## src/inc/ubs_pkg.sv

```systemverilog
// Constants shared by the serial break and stop control block.
// Assumes an 8-bit CPU register port with 16-bit byte addresses.
`default_nettype none
package ubs_pkg;
    // ========================================================================
    // Register addresses.
    localparam logic [15:0] ADDR_PORT4_DIR    = 16'hFF24;
    localparam logic [15:0] ADDR_MODE_CTRL    = 16'hFF90;
    localparam logic [15:0] ADDR_BREAK_LINE   = 16'hFF98;
    localparam logic [15:0] ADDR_INPUT_SWITCH = 16'hFF9C;

    // ========================================================================
    // Reset values.
    localparam logic [7:0] RST_PORT4_DIR    = 8'hFF;
    localparam logic [7:0] RST_MODE_CTRL    = 8'h01;
    localparam logic [7:0] RST_BREAK_LINE   = 8'h16;
    localparam logic [7:0] RST_INPUT_SWITCH = 8'h00;

    // ========================================================================
    // Field positions.
    localparam int MODE_POWER_BIT     = 7;
    localparam int MODE_TX_EN_BIT     = 6;
    localparam int MODE_RX_EN_BIT     = 5;
    localparam int LINE_RX_STATUS_BIT = 7;
    localparam int LINE_RX_TRIG_BIT   = 6;
    localparam int LINE_TX_TRIG_BIT   = 5;
    localparam int LINE_LEN_HI        = 4;
    localparam int LINE_LEN_LO        = 2;
    localparam int LINE_ORDER_BIT     = 1;
    localparam int LINE_INVERT_BIT    = 0;
    localparam int ISC_EXT_IRQ_BIT    = 0;
    localparam int ISC_CAPTURE_BIT    = 1;
    localparam int PORT4_PINS         = 6;
    localparam logic [1:0] PORT4_FIXED_HI = 2'h3;

    // ========================================================================
    // Break field timing in bit times; BAUD_K_DEF is half a bit time in clocks.
    localparam logic [4:0] BRK_LEN_BASE = 5'h0D;
    localparam logic [2:0] BRK_LEN_ROT  = 3'h3;
    localparam logic [4:0] BRK_MIN_BITS = 5'h0B;
    localparam int         BAUD_K_DEF   = 8;

    typedef enum logic [1:0] {RX_IDLE, RX_WAIT_LOW, RX_LOW} ubs_rx_st_t;
    typedef enum logic       {TX_IDLE, TX_LOW} ubs_tx_st_t;
endpackage
`default_nettype wire

```

## src/logic/ubs_tick.sv

```systemverilog
// Bit-time tick generator for break fields.
// Assumes the run input is held while a field is being timed.
`default_nettype none
module ubs_tick #(
    parameter int K = 8
) (
    input  wire logic i_clk,
    input  wire logic i_reset,
    input  wire logic i_run,
    output logic      o_tick
);
    localparam int W = $clog2(2 * K);
    localparam logic [W-1:0] LAST = W'(2 * K - 1);

    typedef struct packed {
        logic [W-1:0] cnt;
        logic         tick;
    } ubs_tick_st_t;

    ubs_tick_st_t s_q;
    ubs_tick_st_t s_d;

    // ========================================================================
    // The bit time is one counter period, so a tick marks every 2K clocks.
    always_comb begin
        s_d      = s_q;
        s_d.tick = 1'b0;
        if (!i_run) begin
            s_d.cnt = '0;
        end else if (s_q.cnt == LAST) begin
            s_d.cnt  = '0;
            s_d.tick = 1'b1;
        end else begin
            s_d.cnt = s_q.cnt + W'(1);
        end
    end

    always_ff @(posedge i_clk) begin
        if (i_reset) begin
            s_q <= '0;
        end else begin
            s_q <= s_d;
        end
    end

    assign o_tick = s_q.tick;
endmodule
`default_nettype wire

```

## src/logic/ubs_ctrl.sv

```systemverilog
// Break field, line control and stop control of the serial unit.
// Assumes the frame shifter, baud generator and port latches live outside.
//
// Notes on behaviour
// - Break and line register resets to 16H.
// - Break status reads 1 during reception.
// - Length code selects 13 to 20 bits.
// - Order bit: 0 MSB first, 1 LSB.
// - Invert bit flips transmit line polarity.
// - Receive trigger reads 0, clears on success.
// - Transmit trigger reads 0, clears at end.
// - Reception error keeps status; software retriggers.
// - Switch bits route receive pin onward.
// - Port direction 0 outputs, resets FFH.
// - All three mode bits clear stops unit.
// - Power off stops clock, resets status.
// - Enable clear resets its own circuit.
// - Power off drives line and input high.
// - Mode register resets 01H, holds fields.
// - Breaks are timed by the bit clock.
`default_nettype none
module ubs_ctrl
    import ubs_pkg::*;
#(
    parameter int BAUD_K = ubs_pkg::BAUD_K_DEF
) (
    input  wire logic        I_CLK,
    input  wire logic        I_RESET,
    input  wire logic [15:0] I_ADDR,
    input  wire logic        I_WR,
    input  wire logic [7:0]  I_WDATA,
    input  wire logic        I_RX_PIN,
    input  wire logic        I_SHIFT_TXD,
    input  wire logic        I_EXT_IRQ_PIN,
    input  wire logic        I_CAPTURE_PIN,
    output logic [7:0]       O_RDATA,
    output logic             O_SERIAL_TX_LINE,
    output logic             O_RX_LINE,
    output logic             O_UNIT_CLK_EN,
    output logic             O_UNIT_RESET,
    output logic             O_TX_RUN,
    output logic             O_RX_RUN,
    output logic             O_LSB_FIRST,
    output logic [7:0]       O_MODE,
    output logic             O_TX_COMPLETE_IRQ,
    output logic             O_BREAK_RX_DONE,
    output logic             O_BREAK_RX_ERR,
    output logic             O_EXT_IRQ_IN,
    output logic             O_CAPTURE_IN,
    output logic [5:0]       O_PORT_OE
);
    import ubs_pkg::*;

    typedef struct packed {
        logic [7:0]  mode;
        logic        rx_status;
        logic        rx_trig;
        logic        tx_trig;
        logic [2:0]  brk_len;
        logic        lsb_first;
        logic        tx_inv;
        logic [1:0]  input_switch_control;
        logic [5:0]  port_dir;
        ubs_rx_st_t  rx_st;
        ubs_tx_st_t  tx_st;
        logic [4:0]  rx_cnt;
        logic [4:0]  tx_cnt;
        logic [7:0]  rdata;
        logic        tx_line;
        logic        rx_line;
        logic        clk_en;
        logic        unit_rst;
        logic        tx_run;
        logic        rx_run;
        logic        lsb_out;
        logic        tx_done;
        logic        rx_done;
        logic        rx_err;
        logic        ext_irq;
        logic        capture;
        logic [5:0]  port_oe;
    } ubs_state_t;

    ubs_state_t s_q;
    ubs_state_t s_d;

    logic tx_tick;
    logic rx_tick;
    logic wr_line;
    logic tx_restart;
    logic rx_restart;

    // ========================================================================
    // Helpers.
    function automatic logic [4:0] brk_len_bits(input logic [2:0] code);
        logic [2:0] rot;
        rot = code + BRK_LEN_ROT;
        return BRK_LEN_BASE + {2'b00, rot};
    endfunction

    function automatic logic [4:0] sat_inc(input logic [4:0] v);
        return (v == 5'h1F) ? v : v + 5'h01;
    endfunction

    // ========================================================================
    // Break trigger writes.
    // A trigger is only accepted while its direction is powered and enabled;
    // otherwise there is no clock to time the field with.
    assign wr_line    = I_WR && (I_ADDR == ADDR_BREAK_LINE);
    assign tx_restart = wr_line && I_WDATA[LINE_TX_TRIG_BIT]
                        && s_q.mode[MODE_POWER_BIT]
                        && s_q.mode[MODE_TX_EN_BIT];
    assign rx_restart = wr_line && I_WDATA[LINE_RX_TRIG_BIT]
                        && s_q.mode[MODE_POWER_BIT]
                        && s_q.mode[MODE_RX_EN_BIT];

    ubs_tick #(
        .K       (BAUD_K)
    ) u_tx_tick (
        .i_clk   (I_CLK),
        .i_reset (I_RESET),
        .i_run   ((s_q.tx_st == TX_LOW) && !tx_restart),
        .o_tick  (tx_tick)
    );

    ubs_tick #(
        .K       (BAUD_K)
    ) u_rx_tick (
        .i_clk   (I_CLK),
        .i_reset (I_RESET),
        .i_run   ((s_q.rx_st == RX_LOW) && !rx_restart),
        .o_tick  (rx_tick)
    );

    // ========================================================================
    // Next state.
    always_comb begin
        logic power;
        logic tx_on;
        logic rx_on;
        logic rx_in;
        logic bit_out;
        power   = s_q.mode[MODE_POWER_BIT];
        tx_on   = power && s_q.mode[MODE_TX_EN_BIT];
        rx_on   = power && s_q.mode[MODE_RX_EN_BIT];
        rx_in   = power ? I_RX_PIN : 1'b1;
        bit_out = 1'b1;
        s_d     = s_q;
        s_d.tx_done = 1'b0;
        s_d.rx_done = 1'b0;
        s_d.rx_err  = 1'b0;

        // Register writes.
        if (I_WR) begin
            unique case (I_ADDR)
                ADDR_MODE_CTRL: begin
                    s_d.mode = I_WDATA;
                end
                ADDR_BREAK_LINE: begin
                    s_d.brk_len   = I_WDATA[LINE_LEN_HI:LINE_LEN_LO];
                    s_d.lsb_first = I_WDATA[LINE_ORDER_BIT];
                    s_d.tx_inv    = I_WDATA[LINE_INVERT_BIT];
                end
                ADDR_INPUT_SWITCH: begin
                    s_d.input_switch_control = I_WDATA[ISC_CAPTURE_BIT:ISC_EXT_IRQ_BIT];
                end
                ADDR_PORT4_DIR: begin
                    s_d.port_dir = I_WDATA[PORT4_PINS-1:0];
                end
                default: begin
                end
            endcase
        end

        // Break transmission.
        unique case (s_q.tx_st)
            TX_IDLE: begin
            end
            TX_LOW: begin
                bit_out = 1'b0;
                if (tx_tick) begin
                    if (s_q.tx_cnt == brk_len_bits(s_q.brk_len) - 5'h01) begin
                        s_d.tx_st   = TX_IDLE;
                        s_d.tx_trig = 1'b0;
                        s_d.tx_done = 1'b1;
                    end else begin
                        s_d.tx_cnt = s_q.tx_cnt + 5'h01;
                    end
                end
            end
        endcase
        if (tx_restart) begin
            s_d.tx_st   = TX_LOW;
            s_d.tx_cnt  = '0;
            s_d.tx_trig = 1'b1;
            s_d.tx_done = 1'b0;
        end

        // Break reception; a short low keeps the status set.
        unique case (s_q.rx_st)
            RX_IDLE: begin
            end
            RX_WAIT_LOW: begin
                if (!rx_in) begin
                    s_d.rx_st  = RX_LOW;
                    s_d.rx_cnt = '0;
                end
            end
            RX_LOW: begin
                if (rx_tick) begin
                    s_d.rx_cnt = sat_inc(s_q.rx_cnt);
                end
                if (rx_in) begin
                    s_d.rx_st = RX_IDLE;
                    if (s_q.rx_cnt >= BRK_MIN_BITS) begin
                        s_d.rx_status = 1'b0;
                        s_d.rx_trig   = 1'b0;
                        s_d.rx_done   = 1'b1;
                    end else begin
                        s_d.rx_err = 1'b1;
                    end
                end
            end
            default: begin
                s_d.rx_st = RX_IDLE;
            end
        endcase
        if (rx_restart) begin
            s_d.rx_st     = RX_WAIT_LOW;
            s_d.rx_status = 1'b1;
            s_d.rx_trig   = 1'b1;
            s_d.rx_done   = 1'b0;
            s_d.rx_err    = 1'b0;
        end

        // Enable and power resets override everything above.
        if (!tx_on) begin
            s_d.tx_st   = TX_IDLE;
            s_d.tx_trig = 1'b0;
        end
        if (!rx_on) begin
            s_d.rx_st   = RX_IDLE;
            s_d.rx_trig = 1'b0;
        end
        if (!power) begin
            s_d.rx_status = 1'b0;
            s_d.rx_trig   = 1'b0;
        end

        // Registered outputs.
        if (!power) begin
            s_d.tx_line = 1'b1;
        end else if (tx_on) begin
            s_d.tx_line = (s_q.tx_st == TX_LOW ? bit_out : I_SHIFT_TXD)
                          ^ s_q.tx_inv;
        end else begin
            s_d.tx_line = 1'b1;
        end
        s_d.rx_line  = rx_in;
        s_d.clk_en   = power;
        s_d.unit_rst = !power;
        s_d.tx_run   = tx_on;
        s_d.rx_run   = rx_on;
        s_d.lsb_out  = s_q.lsb_first;
        s_d.ext_irq  = s_q.input_switch_control[ISC_EXT_IRQ_BIT] ? I_RX_PIN
                                                : I_EXT_IRQ_PIN;
        s_d.capture  = s_q.input_switch_control[ISC_CAPTURE_BIT] ? I_RX_PIN
                                                : I_CAPTURE_PIN;
        s_d.port_oe  = ~s_q.port_dir;

        // Reads; both trigger bits always read as zero.
        unique case (I_ADDR)
            ADDR_MODE_CTRL:    s_d.rdata = s_q.mode;
            ADDR_BREAK_LINE:   s_d.rdata = {s_q.rx_status, 2'b00,
                                            s_q.brk_len, s_q.lsb_first,
                                            s_q.tx_inv};
            ADDR_INPUT_SWITCH: s_d.rdata = {6'h00, s_q.input_switch_control};
            ADDR_PORT4_DIR:    s_d.rdata = {PORT4_FIXED_HI,
                                            s_q.port_dir};
            default:           s_d.rdata = 8'h00;
        endcase
    end

    // ========================================================================
    // State register.
    always_ff @(posedge I_CLK) begin
        if (I_RESET) begin
            s_q           <= '0;
            s_q.mode      <= RST_MODE_CTRL;
            s_q.brk_len   <= RST_BREAK_LINE[LINE_LEN_HI:LINE_LEN_LO];
            s_q.lsb_first <= RST_BREAK_LINE[LINE_ORDER_BIT];
            s_q.tx_inv    <= RST_BREAK_LINE[LINE_INVERT_BIT];
            s_q.input_switch_control       <= RST_INPUT_SWITCH[1:0];
            s_q.port_dir  <= RST_PORT4_DIR[PORT4_PINS-1:0];
            s_q.rx_st     <= RX_IDLE;
            s_q.tx_st     <= TX_IDLE;
            s_q.tx_line   <= 1'b1;
            s_q.rx_line   <= 1'b1;
            s_q.unit_rst  <= 1'b1;
        end else begin
            s_q <= s_d;
        end
    end

    assign O_RDATA           = s_q.rdata;
    assign O_SERIAL_TX_LINE  = s_q.tx_line;
    assign O_RX_LINE         = s_q.rx_line;
    assign O_UNIT_CLK_EN     = s_q.clk_en;
    assign O_UNIT_RESET      = s_q.unit_rst;
    assign O_TX_RUN          = s_q.tx_run;
    assign O_RX_RUN          = s_q.rx_run;
    assign O_LSB_FIRST       = s_q.lsb_out;
    assign O_MODE            = s_q.mode;
    assign O_TX_COMPLETE_IRQ = s_q.tx_done;
    assign O_BREAK_RX_DONE   = s_q.rx_done;
    assign O_BREAK_RX_ERR    = s_q.rx_err;
    assign O_EXT_IRQ_IN      = s_q.ext_irq;
    assign O_CAPTURE_IN      = s_q.capture;
    assign O_PORT_OE         = s_q.port_oe;
endmodule
`default_nettype wire

```

## config.mk

```make
export PLATFORM = sky130hd
export DESIGN_NAME = ubs_ctrl
export DESIGN_NICKNAME = d
export VERILOG_FILES = /design/src/inc/ubs_pkg.sv /design/src/logic/ubs_tick.sv /design/src/logic/ubs_ctrl.sv
export SDC_FILE = /design/constraint.sdc
export NUM_CORES = 1
export LEC_CHECK = 0
export ABC_AREA = 1
export BUFFER_PORTS_ARGS = -buffer_cell sky130_fd_sc_hd__buf_2
export CORE_MARGIN = 1
export CORE_UTILIZATION = 54
export DETAILED_ROUTE_END_ITERATION = 12
export PLACE_DENSITY = 0.86
export SLEW_MARGIN = 15
export SYNTH_ARGS = -nofsm -noshare
export SYNTH_HDL_FRONTEND = slang
export SYNTH_SLANG_ARGS = --single-unit
```

## constraint.sdc

```tcl
create_clock -name I_CLK -period 2.2 [get_ports I_CLK]
set_input_delay 0.22 -clock I_CLK [delete_from_list [all_inputs] [get_ports I_CLK]]
set_output_delay 0.22 -clock I_CLK [all_outputs]
set_load 0.005 [all_outputs]
```

==> impl_results.md <==
- Critical Path End Type: flip-flop
- Clock slew at reported path FFs: approximately 0.080 ns
- Hold path depth: 3
- CP Data Required Time: ~2.5 ns
- Avg Inst Size Synth: 7.77 um^2
- Max-Cap Viols: 0
- Setup Fix Bufs, Post-CTS: 0
- I/O pin cnt: 65
- Crit path top cell by count: nand2_1
- Layout area overhead: 14.4%
- Worst reg2reg path depth: 11
- CTS tree: built
- Final setup violation count: 0
- DRT antenna net count: 0
- Core ar.: about 0.0056 mm^2
- Library cells used by synthesis: 31
- Pre-antenna DRT Iters: 5
- HPWL after DPL: 4.94 mm
- Cell family with most CP delay: simple AND/OR/NAND/NOR gates
- Drt initial violations: around 210
- First-pass GRT wire length: 11.1 mm
- Synth Flop Type: dfxtp_1
- CP Cell Sequence: inv_1 -> ha_1 -> nand2_1 -> inv_1 -> nor2_1 -> nand2_1 -> nor2_1 -> nand2_1 -> nand2_1 -> nand2_1 -> a21oi_1
- Crit start category: flip-flop
- Layout fillers: about 440
- GR Util All Layers: between 20% and 30%
- Final Hold Fails: 0
- R2R Path Start: s_q[49]
- Pwr/cell area: 741 mW/mm^2
- Area occupied by multi-input gates: roughly 0.0013 mm^2
- Number of gates resized after cts: 0
- Worst path bufs/invs: 2
- Clk sinks: ~70
- Initial antenna violation count: 0
- Final WL: a little under 7 mm
- Worst slew pin tran: approximately 0.47 ns
- Synth top area cells: dfxtp_1, nand2_1, nor2_1
- Yosys warning count: 0
- Via/cell ratio: between 5 and 6
- Die span in x: about 80 um
- Crit path time final: between 1.5 and 2 ns
- Die area: ~0.006 mm^2
- Max Fclk: approximately 0.56 GHz
- Number of synthesized flops with an enable pin: 0
- Share of cells above drive strength 1: 21.8%
- Layout Nets: 488
- Inserted Diodes: 0
- Clock Latency Late Sink: 0.35 ns
- Clk root buf: clkbuf_8
- Num CTS Buffers: 9
- RSZ-0062 raised after global routing: no
- Ys async rst share: 0%
- Setup tns final: 0 ns
- Psw: approximately 540 uW
- Critical path fanouts, max: 7
- Seq cells post-synth: 71
- Synth top area share: between 40 and 50%
- Gr ovfl total: 0
- Maximum vdd drop: about 0.5 mV
- HP Start: I_WDATA[3]
- Largest net degree at the start of global routing: 20
- R2r endpoint: s_q[27]
- Seq pwr share: ~48%
- CP Depth: 11
- Initial Util: between 50 and 60%
- Slew headroom: roughly 69%
- Critical path arrival: 2.07 ns
- Clock Power Share: around half
- Net Sw Frac: a little over 20%
- Hold Buf Count CTS: 0
- Power Total: around 2700 uW
- Most common cell in the netlist: dfxtp_1
- Leading cell types by count after synthesis: dfxtp_1, nand2_1, nor2_1
- Mapped cell area: ~0.0031 mm^2
- WHS Endpoint: s_q[42]
- Critical path class: reg2reg
- Sequential cell area: around 0.0014 mm^2
- Vias in the first global route: roughly 2500
- GPL Wtd Cong: ~0.87
- Total number of vias: roughly 2800
- Pleak: 0.00169 uW
- Post-Syn Nets: between 400 and 500
- H-tree levels: 3
- Post-Syn Instances: ~400
- Gate power share: 3.3%
- Final-report max-slew violation count: 0
- Port bufs: 64
- Int Power: 2130 uW
- Die Y: 78.3 um
- WL/cell: roughly 13 um
- Site row count: 27
- Slowest stage cell on the critical path: dfxtp_1
- Hold Crit Class: in2reg
- Yosys top cell by area: dfxtp_1
- Critical path's largest stage delay: ~0.37 ns
- Period utilisation layout: 81.5%
- Status: finished, final reports clean
- CTS max path bufs: 2
- Residual DRC: 0
- Sequential fraction of the synthesis area: a little under half
- Clock skew: about 0.0072 ns
- R2R setup slack: 0.41 ns
[worst min-delay path, stage by stage]
cell,delay (ns)
buf_2,0.10
nand4_1,0.08
nand3_1,0.07
[metrics by stage]
stage | area, um^2 | worst slack [ns] | utilization [%] | instances | hold slack (ns)
after floorplan | 3150 | 0.695 | - | 405 | 0.335
after global placement | 3350 | 0.600 | 60.1 | 512 | 0.430
after detailed placement | 3350 | 0.511 | 60.1 | 512 | 0.435
after CTS | 3600 | 0.439 | 64.5 | 527 | 0.150
after global routing | 3600 | 0.198 | 64.5 | 527 | 0.166
final | 3600 | 0.407 | 64.5 | 527 | 0.155
[state kept, by name (all words and copies together), names as in the netlist, 4 cells and up]
| name | count |
|---|---|
| u_rx_tick.s_q | 4 |
| u_tx_tick.s_q | 4 |
| O_MODE | 8 |
| s_q | 26 |
| O_PORT_OE | 6 |
| O_RDATA | 8 |
[power by group through the flow]
stage | clock network, uW | logic [uW] | registers [uW]
5_1_grt | 1360 | 96.6 | 1290
3_5_place_dp | 0 | 86.4 | 1320
2_1_floorplan | 0 | 41.2 | 1320
4_1_cts | 1290 | 87.2 | 1290
6_report | 1290 | 88.0 | 1290
3_3_place_gp | 0 | 84.5 | 1320
[cell type report]
type                            instances  area share, %
Sequential cell                        71           39.5
Multi-Input combinational cell        256           37.0
Timing Repair Buffer                   65           9.11
Inverter                               48           5.01
Clock buffer                           12           4.31
Clock inverter                          3           2.50
Tap cell                               72           2.50
[worst max-delay path by stage]
stage / startpoint / to / slack [ns]
CTS: s_q[49] / s_q[30] / 0.44
global route: s_q[49] / s_q[27] / 0.20
detailed placement: s_q[49] / s_q[30] / 0.51
global placement: I_ADDR[5] / O_TX_COMPLETE_IRQ / 0.60
floorplan: s_q[49] / s_q[26] / 0.69
finish: s_q[49] / s_q[27] / 0.41
[per-layer routing]
| metal | share of wire [%] | up-vias | track usage (%) | wire (um) |
|---|---|---|---|---|
| met5 | 0 | - | 0 | 0 |
| met4 | 1.6 | 0 | 9.07 | 112 |
| met3 | 6.7 | 11 | 5.12 | 454 |
| met2 | 50 | 108 | 39.9 | 3420 |
| met1 | 41 | 1267 | 28.8 | 2820 |
| li1 | - | 1387 | - | - |
[placed cells by master (no fill, tap or decap)]
cell type,netlist,layout
dfxtp_1,71,71
buf_2,4,64
nand2_1,63,63
nor2_1,55,55
inv_1,46,46
nand3_1,34,34
a21oi_1,26,26
o21ai_0,20,20
nand4_1,11,11
clkbuf_8,0,11
nor3_1,8,8
ha_1,6,6
o211ai_2,5,5
nand3_2,4,4
xor2_1,4,4
xnor2_1,3,3
bufinv_16,0,3
inv_2,2,2
nor3_2,2,2
nor2_2,2,2
nand2_2,2,2
o21ai_1,2,2
a21boi_0,2,2
nor2_4,1,1
nand3b_1,1,1
nor3_4,1,1
nand2_4,1,1
o211a_1,1,1
o211ai_1,1,1
a211oi_1,1,1
clkbuf_1,0,1
buf_4,23,1
[cell families after synthesis]
family                   after synthesis  synth area share [%]
XOR/XNOR                               7                  1.95
flip-flops                            71                  45.2
AO/OA/AOI/OAI                         58                  10.9
adder cells (fa/ha/maj)                6                  2.39
AND/OR/NAND/NOR                      185                  27.1
buffers and inverters                 78                  12.5
No activity file was read; power rests on OpenSTA's default activity.
